**config.mk**
```make
export PLATFORM = sky130hd
export DESIGN_NAME = asu_address_select_unit
export DESIGN_NICKNAME = d
export VERILOG_FILES = /design/src/design/asu_pkg.sv /design/src/design/asu_address_select_unit.sv
export SDC_FILE = /design/constraint.sdc
export NUM_CORES = 1
export LEC_CHECK = 0
export ABC_AREA = 1
export BUFFER_PORTS_ARGS = -buffer_cell sky130_fd_sc_hd__buf_4
export CORE_ASPECT_RATIO = 1.75
export CORE_MARGIN = 1
export CORE_UTILIZATION = 40
export CTS_CLUSTER_SIZE = 8
export DETAILED_ROUTE_END_ITERATION = 6
export PLACE_DENSITY = 0.58
export SYNTH_ARGS = -nofsm -noshare
export SYNTH_HDL_FRONTEND = slang
export SYNTH_SLANG_ARGS = --single-unit
```
**constraint.sdc**
```tcl
create_clock -name clk -period 6.7 [get_ports clk]
set_input_delay 1.34 -clock clk [delete_from_list [all_inputs] [get_ports clk]]
set_output_delay 1.34 -clock clk [all_outputs]
set_load 0.02 [all_outputs]
```
**src/design/asu_pkg.sv**
```systemverilog
// package: memory map constants and carrier types for the address select unit
package asu_pkg;
	localparam int ASU_AW          = 32;
	localparam int ASU_NREG        = 4;   // programmable memory regions
	localparam int ASU_NPERIPH     = 13;  // control-loop peripheral windows
	// region indices
	localparam int ASU_R_PFLASH    = 0;
	localparam int ASU_R_ROM       = 1;
	localparam int ASU_R_DFLASH    = 2;
	localparam int ASU_R_RAM       = 3;
	// size codes: window = 1 kB << code, 0 = 1 kB ... 14 = 16 MB
	localparam int ASU_SZ_LSB      = 10;
	localparam logic [3:0] ASU_SZ_MAX = 4'he;
	// reset map
	localparam logic [31:0] ASU_RST_PF_BASE  = 32'h0001_0000;
	localparam logic [3:0]  ASU_RST_PF_SZ    = 4'h5;  // 32 kB
	localparam logic [31:0] ASU_RST_ROM_BASE = 32'h0000_0000;
	localparam logic [3:0]  ASU_RST_ROM_SZ   = 4'h6;  // 64 kB, 16 aliases
	localparam logic [31:0] ASU_DF_BASE      = 32'h0001_8800;
	localparam logic [3:0]  ASU_DF_SZ        = 4'h1;  // 2 kB
	localparam logic [31:0] ASU_RAM_BASE     = 32'h0001_9000;
	localparam logic [3:0]  ASU_RAM_SZ       = 4'h2;  // 4 kB
	// normal map preset
	localparam logic [31:0] ASU_NRM_PF_BASE  = 32'h0000_0000;
	localparam logic [31:0] ASU_NRM_ROM_BASE = 32'h0001_0000;
	localparam logic [3:0]  ASU_NRM_ROM_SZ   = 4'h2;  // 4 kB
	// peripheral windows: 0x0002_0000 + n * 0x1_0000, 256 bytes each
	localparam logic [3:0]  ASU_PER_FIRST    = 4'h2;
	localparam logic [3:0]  ASU_PER_LAST     = 4'he;
	// own register window and offsets inside it
	localparam logic [23:0] ASU_OWN_BASE     = 24'hFF_FFFE;  // addr[31:8]
	localparam logic [7:0]  ASU_OFF_CTRL     = 8'h00;
	localparam logic [7:0]  ASU_OFF_RBASE    = 8'h10;  // + 8 * region
	localparam logic [7:0]  ASU_OFF_RSIZE    = 8'h14;  // + 8 * region
	localparam int          ASU_CTRL_NORMAL  = 0;
	// select lines toward memories and peripherals
	typedef struct packed {
		logic                   boot_rom;
		logic                   prog_flash;
		logic                   data_flash;
		logic                   data_ram;
		logic                   own_regs;
		logic [ASU_NPERIPH-1:0] periph;
	} asu_sel_t;
	// location inside the selected memory
	typedef struct packed {
		logic [12:0] word_addr;  // 32-bit word index
		logic [4:0]  pf_page;    // 1 kB program flash page
		logic [5:0]  df_page;    // 32 byte data flash page
	} asu_loc_t;
endpackage : asu_pkg

```
**src/design/asu_address_select_unit.sv**
```systemverilog
// address_select_unit: processor bus decoder with reset and normal memory maps
// Functional notes
// (RQ1) After reset the boot ROM covers the lowest 64K and program flash sits at 0x0001_0000-0x0001_7FFF.
// (RQ2) In the reset map the 4K boot ROM repeats sixteen times across the low 64K.
// (RQ3) Once reconfigured, program flash sits at address zero and the boot ROM moves to 0x0001_0000.
// (RQ4) Data flash answers at 0x0001_8800-0x0001_8FFF in both maps, 512 words in 32-byte pages.
// (RQ5) Data RAM answers at 0x0001_9000-0x0001_9FFF in both maps as 1K words.
// (RQ6) Program flash is 8K words with 1kB page erase and whole-array mass erase.
// (RQ7) Every target hangs off one bus at its own non-overlapping span.
// (RQ8) Control-loop peripherals get 256-byte windows from 0x0002_0000 to 0x000E_0000 in 0x1_0000 steps.
// (RQ9) The boot ROM runs first after power-up and hands over to flash only on a valid program. Code remaps on any privileged CTRL write of bit 0.
// (RQ10) Any access to the decoder's own registers costs the processor one wait state.
// (RQ11) The decoder's own registers take writes only in privileged mode.
// (RQ12) Each memory select window is sized by register from 1 kB to 16 MB.
// (RQ13) An address outside every mapped window raises no select.
module asu_address_select_unit
	import asu_pkg::*;
(
	// clock and reset
	input  wire logic        clk,
	input  wire logic        srst,
	// processor access
	input  wire logic        cpu_req,
	input  wire logic [31:0] cpu_addr,
	input  wire logic        cpu_write,
	input  wire logic [31:0] cpu_wdata,
	input  wire logic        cpu_priv,
	output logic             cpu_wait,
	output logic [31:0]      cpu_rdata,
	// decode results
	output asu_sel_t         sel,
	output asu_loc_t         loc,
	output logic             unmapped,
	output logic             map_normal
);
	////////////////////////////////////////////////////////////////////////
	logic [31:0] base_reg [ASU_NREG];
	logic [3:0]  size_reg [ASU_NREG];
	logic        normal_reg;
	logic        wait_reg;
	logic [31:0] rdata_reg;
	logic        own_hit;
	logic        own_go;     // second cycle of an own-register access
	logic        own_wr;
	logic [ASU_NREG-1:0] hit;
	logic [3:0]  per_idx;
	logic        per_ok;

	// window match, base taken as aligned to the window size
	function automatic logic win_hit(input logic [31:0] a,
		input logic [31:0] b, input logic [3:0] code);
		logic [31:0] mask;
		mask = 32'hFFFF_FFFF << (ASU_SZ_LSB + int'(code));
		return ((a ^ b) & mask) == 32'h0000_0000;
	endfunction : win_hit

	////////////////////////////////////////////////////////////////////////
	// region and peripheral decode
	assign own_hit = cpu_addr[31:8] == ASU_OWN_BASE;
	assign per_idx = cpu_addr[19:16];
	assign per_ok  = cpu_addr[31:20] == 12'h000 && cpu_addr[15:8] == 8'h00
		&& per_idx >= ASU_PER_FIRST && per_idx <= ASU_PER_LAST;  // [RQ8]
	always_comb begin
		for (int i = 0; i < ASU_NREG; i++) begin
			hit[i] = win_hit(cpu_addr, base_reg[i], size_reg[i]);  // [RQ12]
		end
	end

	// fixed priority keeps selects one-hot if firmware overlaps windows
	always_comb begin
		sel = '0;
		if (cpu_req) begin
			if (own_hit) begin
				sel.own_regs = 1'b1;
			end else if (per_ok) begin
				sel.periph[per_idx - ASU_PER_FIRST] = 1'b1;  // [RQ8]
			end else if (hit[ASU_R_DFLASH]) begin
				sel.data_flash = 1'b1;  // [RQ4]
			end else if (hit[ASU_R_RAM]) begin
				sel.data_ram = 1'b1;  // [RQ5]
			end else if (hit[ASU_R_PFLASH]) begin
				sel.prog_flash = 1'b1;  // [RQ1] [RQ3]
			end else if (hit[ASU_R_ROM]) begin
				sel.boot_rom = 1'b1;  // [RQ1] [RQ9]
			end
		end
	end
	assign unmapped = cpu_req && sel == '0;  // [RQ13] [RQ7]

	// offset inside the target; ROM drops bits above 4K so it aliases
	always_comb begin
		loc           = '0;
		loc.pf_page   = cpu_addr[14:10];  // [RQ6]
		loc.df_page   = cpu_addr[10:5];   // [RQ4]
		if (sel.boot_rom) begin
			loc.word_addr = {3'b000, cpu_addr[11:2]};  // [RQ2]
		end else if (sel.prog_flash) begin
			loc.word_addr = cpu_addr[14:2];  // [RQ6]
		end else if (sel.data_flash) begin
			loc.word_addr = {4'h0, cpu_addr[10:2]};  // [RQ4]
		end else if (sel.data_ram) begin
			loc.word_addr = {3'b000, cpu_addr[11:2]};  // [RQ5]
		end
	end

	////////////////////////////////////////////////////////////////////////
	// one wait state on own-register access, completion in second cycle
	assign cpu_wait = cpu_req && own_hit && !wait_reg;  // [RQ10]
	assign own_go   = cpu_req && own_hit && wait_reg;
	assign own_wr   = own_go && cpu_write && cpu_priv;  // [RQ11]
	always_ff @(posedge clk) begin
		if (srst) begin
			wait_reg <= 1'b0;
		end else begin
			wait_reg <= cpu_wait;  // [RQ10]
		end
	end

	// map registers; reset values give the boot map
	always_ff @(posedge clk) begin
		if (srst) begin
			base_reg[ASU_R_PFLASH] <= ASU_RST_PF_BASE;   // [RQ1]
			size_reg[ASU_R_PFLASH] <= ASU_RST_PF_SZ;
			base_reg[ASU_R_ROM]    <= ASU_RST_ROM_BASE;  // [RQ9]
			size_reg[ASU_R_ROM]    <= ASU_RST_ROM_SZ;    // [RQ2]
			base_reg[ASU_R_DFLASH] <= ASU_DF_BASE;
			size_reg[ASU_R_DFLASH] <= ASU_DF_SZ;
			base_reg[ASU_R_RAM]    <= ASU_RAM_BASE;
			size_reg[ASU_R_RAM]    <= ASU_RAM_SZ;
			normal_reg             <= 1'b0;
		end else if (own_wr) begin
			if (cpu_addr[7:0] == ASU_OFF_CTRL
				&& cpu_wdata[ASU_CTRL_NORMAL]) begin
				// one write loads the whole normal map preset
				base_reg[ASU_R_PFLASH] <= ASU_NRM_PF_BASE;   // [RQ3]
				base_reg[ASU_R_ROM]    <= ASU_NRM_ROM_BASE;  // [RQ3]
				size_reg[ASU_R_ROM]    <= ASU_NRM_ROM_SZ;
				normal_reg             <= 1'b1;
			end
			for (int i = 0; i < ASU_NREG; i++) begin
				if (cpu_addr[7:0] == ASU_OFF_RBASE + 8'(8 * i)) begin
					base_reg[i] <= cpu_wdata;
				end
				// codes above 16 MB clamp to the largest window
				if (cpu_addr[7:0] == ASU_OFF_RSIZE + 8'(8 * i)) begin
					size_reg[i] <= (cpu_wdata[3:0] > ASU_SZ_MAX)
						? ASU_SZ_MAX : cpu_wdata[3:0];  // [RQ12]
				end
			end
		end
	end

	// read data captured in the wait cycle, valid when wait drops
	always_ff @(posedge clk) begin
		if (srst) begin
			rdata_reg <= 32'h0000_0000;
		end else if (cpu_wait) begin
			rdata_reg <= 32'h0000_0000;
			if (cpu_addr[7:0] == ASU_OFF_CTRL) begin
				rdata_reg <= {31'h0000_0000, normal_reg};
			end
			for (int i = 0; i < ASU_NREG; i++) begin
				if (cpu_addr[7:0] == ASU_OFF_RBASE + 8'(8 * i)) begin
					rdata_reg <= base_reg[i];
				end
				if (cpu_addr[7:0] == ASU_OFF_RSIZE + 8'(8 * i)) begin
					rdata_reg <= {28'h000_0000, size_reg[i]};
				end
			end
		end
	end
	assign cpu_rdata  = rdata_reg;
	assign map_normal = normal_reg;
endmodule : asu_address_select_unit

```
==> results.ini, run 1 <==
[cts]
worstSkewPairLatency_ps=460
cts_setup_buffers=0
ctsResizeCount=0
h-tree-depth=4
hold_buffers=0
clkSlewWorstSetupHoldPaths_ps=70
cts_tree=done
clk_path_buf_depth=2
cts_buffers=17
clock_sinks=178
ctsRootBufferMaster=clkbuf_16

[timing]
setup_viol=0
fin_crit_ps=5080
fmax_ghz=0.197
setup_slack_ps=1620
worst_slew_pin_slew_ps=926
maxSlewViolCount=0
finalHoldViolCount=0
skew_ps=12.0
finalSetupTns_ps=0
rsz0062_at_grt=false
maxSlewHeadroom=0.382
post-route-period-util=0.758

[routing]
via_count=10611
drc_errors=0
drt_first_pass_iters=5
drt_iter0_markers=786
post_drt_wl_per_cell_microns=22.1
ant_nets=0
viasPerCell=5.27
drt-total-wl_microns=44600

[grt]
antenna_found_initial=4
grt_pass1_vias=10555
globalRouteOverflowTotal=0
grt_pass1_wl_microns=65400
grt_max_degree=34
grt.total_usage=0.302

[yosys]
yosysSeqAreaShare=0.429
syn_area_per_cell_sq_um=7.62
synth_nets=1619
ys_ff_latch=178
netlist_instances=1532
ys_warn_count=0
syn_area_sq_um=11700
ys_types=45

[place]
gp_congestion=1.00
hpwlAfterDp_microns=34100
pre_cts_slack_ps=2040
numPortBuffers=145
dp_cells=1982

[final_layout]
area_growth_pct=14.7
final_cells=2014
final_nets=1710
drive_gt1_frac=0.149
antennaDiodeCount=0
largest_reg_flops=128
final_util=0.468

[worst_hold_path]
min_path_type=reg2reg

[die]
die_w_microns=131
die_h_microns=228
dieArea_sq_um=29900
pin_count=146
initial_core_util=0.408
rows=82
core_area_sq_um=28600

[power]
powerDensity_nw_per_um2=206
internal_power_mw=1.97
leakagePower_nw=5.94
vdd_drop_max_uv=190
power_frac_seq=0.464
combPwrFrac=0.155
p_clk_frac=0.381
finalPower_mw=2.76
switching_share=0.286
switching_power_mw=0.788

[worst_setup_path]
worstPathArrival_ps=3740
crit_type=reg2out
cp_max_fo=10
worstPathRequired_ps=5360
crit_path_end_kind=primary output
cp-start-kind=register

[run]
drv_cap=0

[status]
status=finished, final reports clean

==> Yosys cell counts (all sizes together) <==
library cell | count | share of area
buf | 72 | 0.043
o2111ai | 6 | 0.0045
a32oi | 1 | 0.00075
o211a | 1 | 0.00086
clkinv | 4 | 0.0013
nor2 | 288 | 0.10
inv | 167 | 0.054
a221oi | 3 | 0.0023
o31ai | 1 | 0.00064
a31oi | 1 | 0.00054
nor4 | 1 | 0.00054
ha | 18 | 0.019
clkbuf | 10 | 0.0032
o21ai | 55 | 0.024
o21a | 1 | 0.00064
xnor2 | 18 | 0.014
nand4 | 31 | 0.017
a21oi | 46 | 0.020
a211oi | 1 | 0.00064
o22ai | 2 | 0.0011
edfxtp | 144 | 0.37
dfxtp | 34 | 0.058
nor4b | 1 | 0.0020
nand2 | 417 | 0.14
nor3 | 7 | 0.0034
or2 | 3 | 0.0016
o211ai | 4 | 0.0026
xor2 | 90 | 0.068
nand3 | 104 | 0.047
nand2b | 1 | 0.00054
==> cell type report <==
cell class | count | area (sq um)
clock inverters | 10 | 149
flip-flops and latches | 178 | 5000
inverters | 171 | 644
well taps | 378 | 473
multi-input cells | 1101 | 5500
repair buffers | 154 | 1160
clock buffers | 22 | 454
fillers | 2820 | 15200
==> placed cells by master (no fill, tap or decap), drive strengths merged, types with 7 or more instances in the layout <==
cell | synthesis | routed
buf | 72 | 154
dfxtp | 34 | 34
nor3 | 7 | 7
nand2 | 417 | 417
nor2 | 288 | 288
clkbuf | 10 | 22
a21oi | 46 | 46
inv | 167 | 170
nand4 | 31 | 31
o21ai | 55 | 55
ha | 18 | 18
nand3 | 104 | 104
xnor2 | 18 | 18
edfxtp | 144 | 144
xor2 | 90 | 90
==> cells by family (layout without fill, tap and decap cells) <==
group / count (synthesis) / count (layout) / share of synthesized area
flip-flops: 178 / 178 / 0.429
adder cells (fa/ha/maj): 18 / 18 / 0.0193
AO/OA/AOI/OAI: 122 / 122 / 0.0588
AND/OR/NAND/NOR: 853 / 853 / 0.310
buffers and inverters: 253 / 357 / 0.102
XOR/XNOR: 108 / 108 / 0.0811
==> worst paths after layout <==
path,end,from,depth (start not counted),slack (ps)
max,loc[13],size_reg[2][1],18,1620
min,cpu_rdata[11],cpu_rdata[11],2,460
max reg2reg,base_reg[1][12],wait_reg,7,4220
min reg2reg,cpu_rdata[11],cpu_rdata[11],2,460
==> power groups by stage <==
| stage | sequential [mW] | combinational [mW] | clock [mW] |
|---|---|---|---|
| after floorplan | 1.29 | 0.269 | 0 |
| after global placement | 1.30 | 0.422 | 0 |
| after detailed placement | 1.30 | 0.421 | 0 |
| after CTS | 1.28 | 0.424 | 1.05 |
| after global routing | 1.28 | 0.462 | 1.09 |
| final | 1.28 | 0.428 | 1.05 |
==> critical path, stage by stage (launching register included) <==
cell      delay [ps]
edfxtp_1         590
ha_1             250
inv_1             50
ha_1             310
nor2_1           340
inv_1            210
nand3_1          130
nand2_1           70
nor2_1           100
nand2_1           60
nor2_1           270
nand2_1          120
nand2_1          100
inv_1             70
o21ai_2           90
nand3_4          220
nand2_1          120
inv_1             40
buf_4            140
==> metal layers <==
| metal | up-vias | track usage | wire [microns] |
|---|---|---|---|
| li1 | 5060 | - | - |
| met1 | 5000 | 0.318 | 16300 |
| met2 | 420 | 0.563 | 23500 |
| met3 | 125 | 0.0400 | 2090 |
| met4 | 6 | 0.190 | 2620 |
| met5 | - | 0 | 34 |
==> through the flow <==
step / instance area, sq um / hold WS [ps]
after CTS: 13400 / 468
after global placement: 12800 / 453
after global routing: 13400 / 487
after floorplan: 11700 / 530
after detailed placement: 12800 / 457
final: 13400 / 463
(Power assumes the default switching activity.)
==> run 2: changes to the inputs <==
--- a/config.mk
+++ b/config.mk
@@ -12,7 +12,7 @@
 export CORE_UTILIZATION = 40
 export CTS_CLUSTER_SIZE = 8
 export DETAILED_ROUTE_END_ITERATION = 6
-export PLACE_DENSITY = 0.58
+export PLACE_DENSITY = 0.6
 export SYNTH_ARGS = -nofsm -noshare
 export SYNTH_HDL_FRONTEND = slang
 export SYNTH_SLANG_ARGS = --single-unit
==> constraint.sdc (replaced) <==
create_clock -name clk -period 4.6 [get_ports clk]
set_input_delay 0.92 -clock clk [delete_from_list [all_inputs] [get_ports clk]]
set_output_delay 0.92 -clock clk [all_outputs]
set_load 0.02 [all_outputs]
==> run 2 against run 1 <==
  * Combinational power grew 52%
  * Clock power grew 41%
  * Global-route usage grew 0.73 points
  * Critical path type unchanged
  * Via count grew 1.2%
  * Highest routed layer is now met4
  * Largest cell class unchanged
  * Sequential share of layout area shrank 0.48 points
==> results.ini, run 2 (synthesis gave the netlist of run 1 again) <==
[status]
status=finished, final reports clean

[worst_setup_path]
crit_type=reg2out
worstPathRequired_ps=3680  ; -1680 ps
worstPathArrival_ps=3500  ; -240 ps
cp-start-kind=register
cp_max_fo=6  ; -4
crit_path_end_kind=primary output
rr_endpoint=base_reg[0][18]
r2r_setup_slack_ps=2030  ; -2190 ps
r2r_start=wait_reg
r2r_cells=7  ; unchanged

[final_layout]
largest_reg_flops=128  ; unchanged
layout_common_cells=nand2_1 (405), nor2_1 (264), buf_4 (168)
final_nets=1727  ; +0.99%
antennaDiodeCount=0  ; unchanged
final_cells=2031  ; +0.84%
final_common_cell=nand2_1
drive_gt1_frac=0.162  ; +0.0136
area_growth_pct=16.2
final_util=0.474  ; +0.00608

[cts]
worstSkewPairLatency_ps=460  ; about the same
clock_sinks=178  ; unchanged
h-tree-depth=4  ; unchanged
cts_tree=done
hold_buffers=0  ; unchanged
clkSlewWorstSetupHoldPaths_ps=70  ; about the same
clk_path_buf_depth=2  ; unchanged
ctsRootBufferMaster=clkbuf_16
cts_buffers=17  ; unchanged

[timing]
rsz0062_at_grt=false
worst_slew_pin_slew_ps=1020  ; +96.1 ps
fin_crit_ps=4420
fmax_ghz=0.226
maxSlewViolCount=0  ; unchanged
setup_slack_ps=184  ; -1440 ps
maxSlewHeadroom=0.316  ; -0.0660
post-route-period-util=0.960
finalSetupTns_ps=0  ; unchanged
finalHoldViolCount=0  ; unchanged
setup_viol=0  ; unchanged
skew_ps=14.0  ; +1.98 ps

[power]
p_clk_frac=0.371  ; -0.010
internal_power_mw=2.80  ; +42%
switching_share=0.298  ; +0.0125
powerDensity_nw_per_um2=294  ; +43%
vdd_drop_max_uv=265  ; +40%
finalPower_mw=3.99  ; +45%
switching_power_mw=1.19  ; +51%
leakagePower_nw=6.06  ; +2.0%
power_frac_seq=0.466  ; +0.002
combPwrFrac=0.163  ; +0.008

[grt]
grt.total_usage=0.310  ; +0.00728
grt_max_degree=34  ; unchanged
grt_pass1_wl_microns=66200  ; +1.3%
globalRouteOverflowTotal=0  ; unchanged
grt_pass1_vias=10500  ; -0.52%
antenna_found_initial=0  ; -4

[routing]
via_count=10740  ; +1.2%
ant_nets=0  ; unchanged
drt_first_pass_iters=6  ; +1
drc_errors=0  ; unchanged
drt-total-wl_microns=45900  ; +3.0%
viasPerCell=5.29  ; +0.37%
drt_iter0_markers=826  ; +5.1%
post_drt_wl_per_cell_microns=22.6  ; +2.1%

[place]
dp_cells=1989  ; +0.35%
gp_congestion=1.03  ; +2.7%
pre_cts_slack_ps=527  ; -1520 ps
hpwlAfterDp_microns=35000  ; +2.7%
numPortBuffers=145  ; unchanged

[die]
die_h_microns=228  ; unchanged
pin_count=146  ; unchanged
dieArea_sq_um=29900  ; unchanged
rows=82  ; unchanged
initial_core_util=0.408  ; unchanged
die_w_microns=131  ; unchanged
core_area_sq_um=28600  ; unchanged

[worst_hold_path]
hold_end=cpu_rdata[13]
min_from=cpu_rdata[13]
min_path_type=reg2reg
hold_depth=2  ; unchanged

[run]
drv_cap=0  ; unchanged

-- run 2: cell types whose count changed in the layout (fill, tap and decap cells not counted), moves of 2 or more --
cell | previous run | this run
buf_12 | 0 | 2
buf_4 | 154 | 168
bufinv_16 | 3 | 1
clkbuf_1 | 4 | 0
clkinv_2 | 0 | 2
clkinvlp_4 | 2 | 0
inv_6 | 3 | 6
inv_8 | 0 | 2
nor2_1 | 266 | 264
-- run 2: area by class of cell --
class / count / area [sq um]
multi-input cells: 1102 / 5540
repair buffers: 170 / 1300
clock inverters: 14 / 139
inverters: 171 / 644
flip-flops and latches: 178 / 5000
well taps: 378 / 473
clock buffers: 18 / 450
fillers: 2947 / 15100
-- run 2: worst max path at each step --
| stage | from | to | slack, ps | depth (start not counted) |
|---|---|---|---|---|
| finish | size_reg[2][1] | loc[12] | 180 | 15 |
| global route | size_reg[2][1] | loc[11] | 20 | 15 |
| CTS | size_reg[2][1] | loc[19] | 10 | 18 |
| detailed placement | size_reg[2][1] | loc[19] | 530 | 18 |
| global placement | size_reg[2][1] | loc[14] | 510 | 18 |
| floorplan | cpu_addr[27] | base_reg[2][0] | 90 | 9 |
-- run 2: critical path, cell delays in order (launching register included) --
cell      delay [ps]
edfxtp_1         500
ha_1             270
ha_1             370
inv_1            170
nand3_1          200
nand2_1           80
nand3_1           70
nand2_1           80
nor2_1           120
nand2_1           80
nor2_1           140
nand3_1          350
nand3_4          340
nand2_1           70
inv_1             60
buf_4            130
-- run 2: power groups by stage --
stage	registers, mW	logic (mW)	clock network, mW
CTS	1.86	0.634	1.49
global route	1.86	0.698	1.55
detailed placement	1.89	0.630	0
floorplan	1.88	0.391	0
global placement	1.89	0.634	0
finish	1.86	0.650	1.48
-- run 2: timing repair --
action,CTS,global route
buffers inserted,0,9
gates resized for setup,0,8
setup endpoints to repair,0,15
-- run 2: stage by stage --
step                      hold slack (ps)  instance area (sq um)
after global routing                  487                  13600
after floorplan                       530                  11700
final                                 466                  13600
after CTS                             468                  13400
after detailed placement              457                  12900
after global placement                453                  12900
-- run 2: routing by layer --
layer  routed length (microns)  track usage  vias up
met5                         0            0        -
met4                      3120        0.201        0
met3                      2110       0.0440      128
met2                     24000        0.564      398
met1                     16700        0.330     5110
li1                          -            -     5104
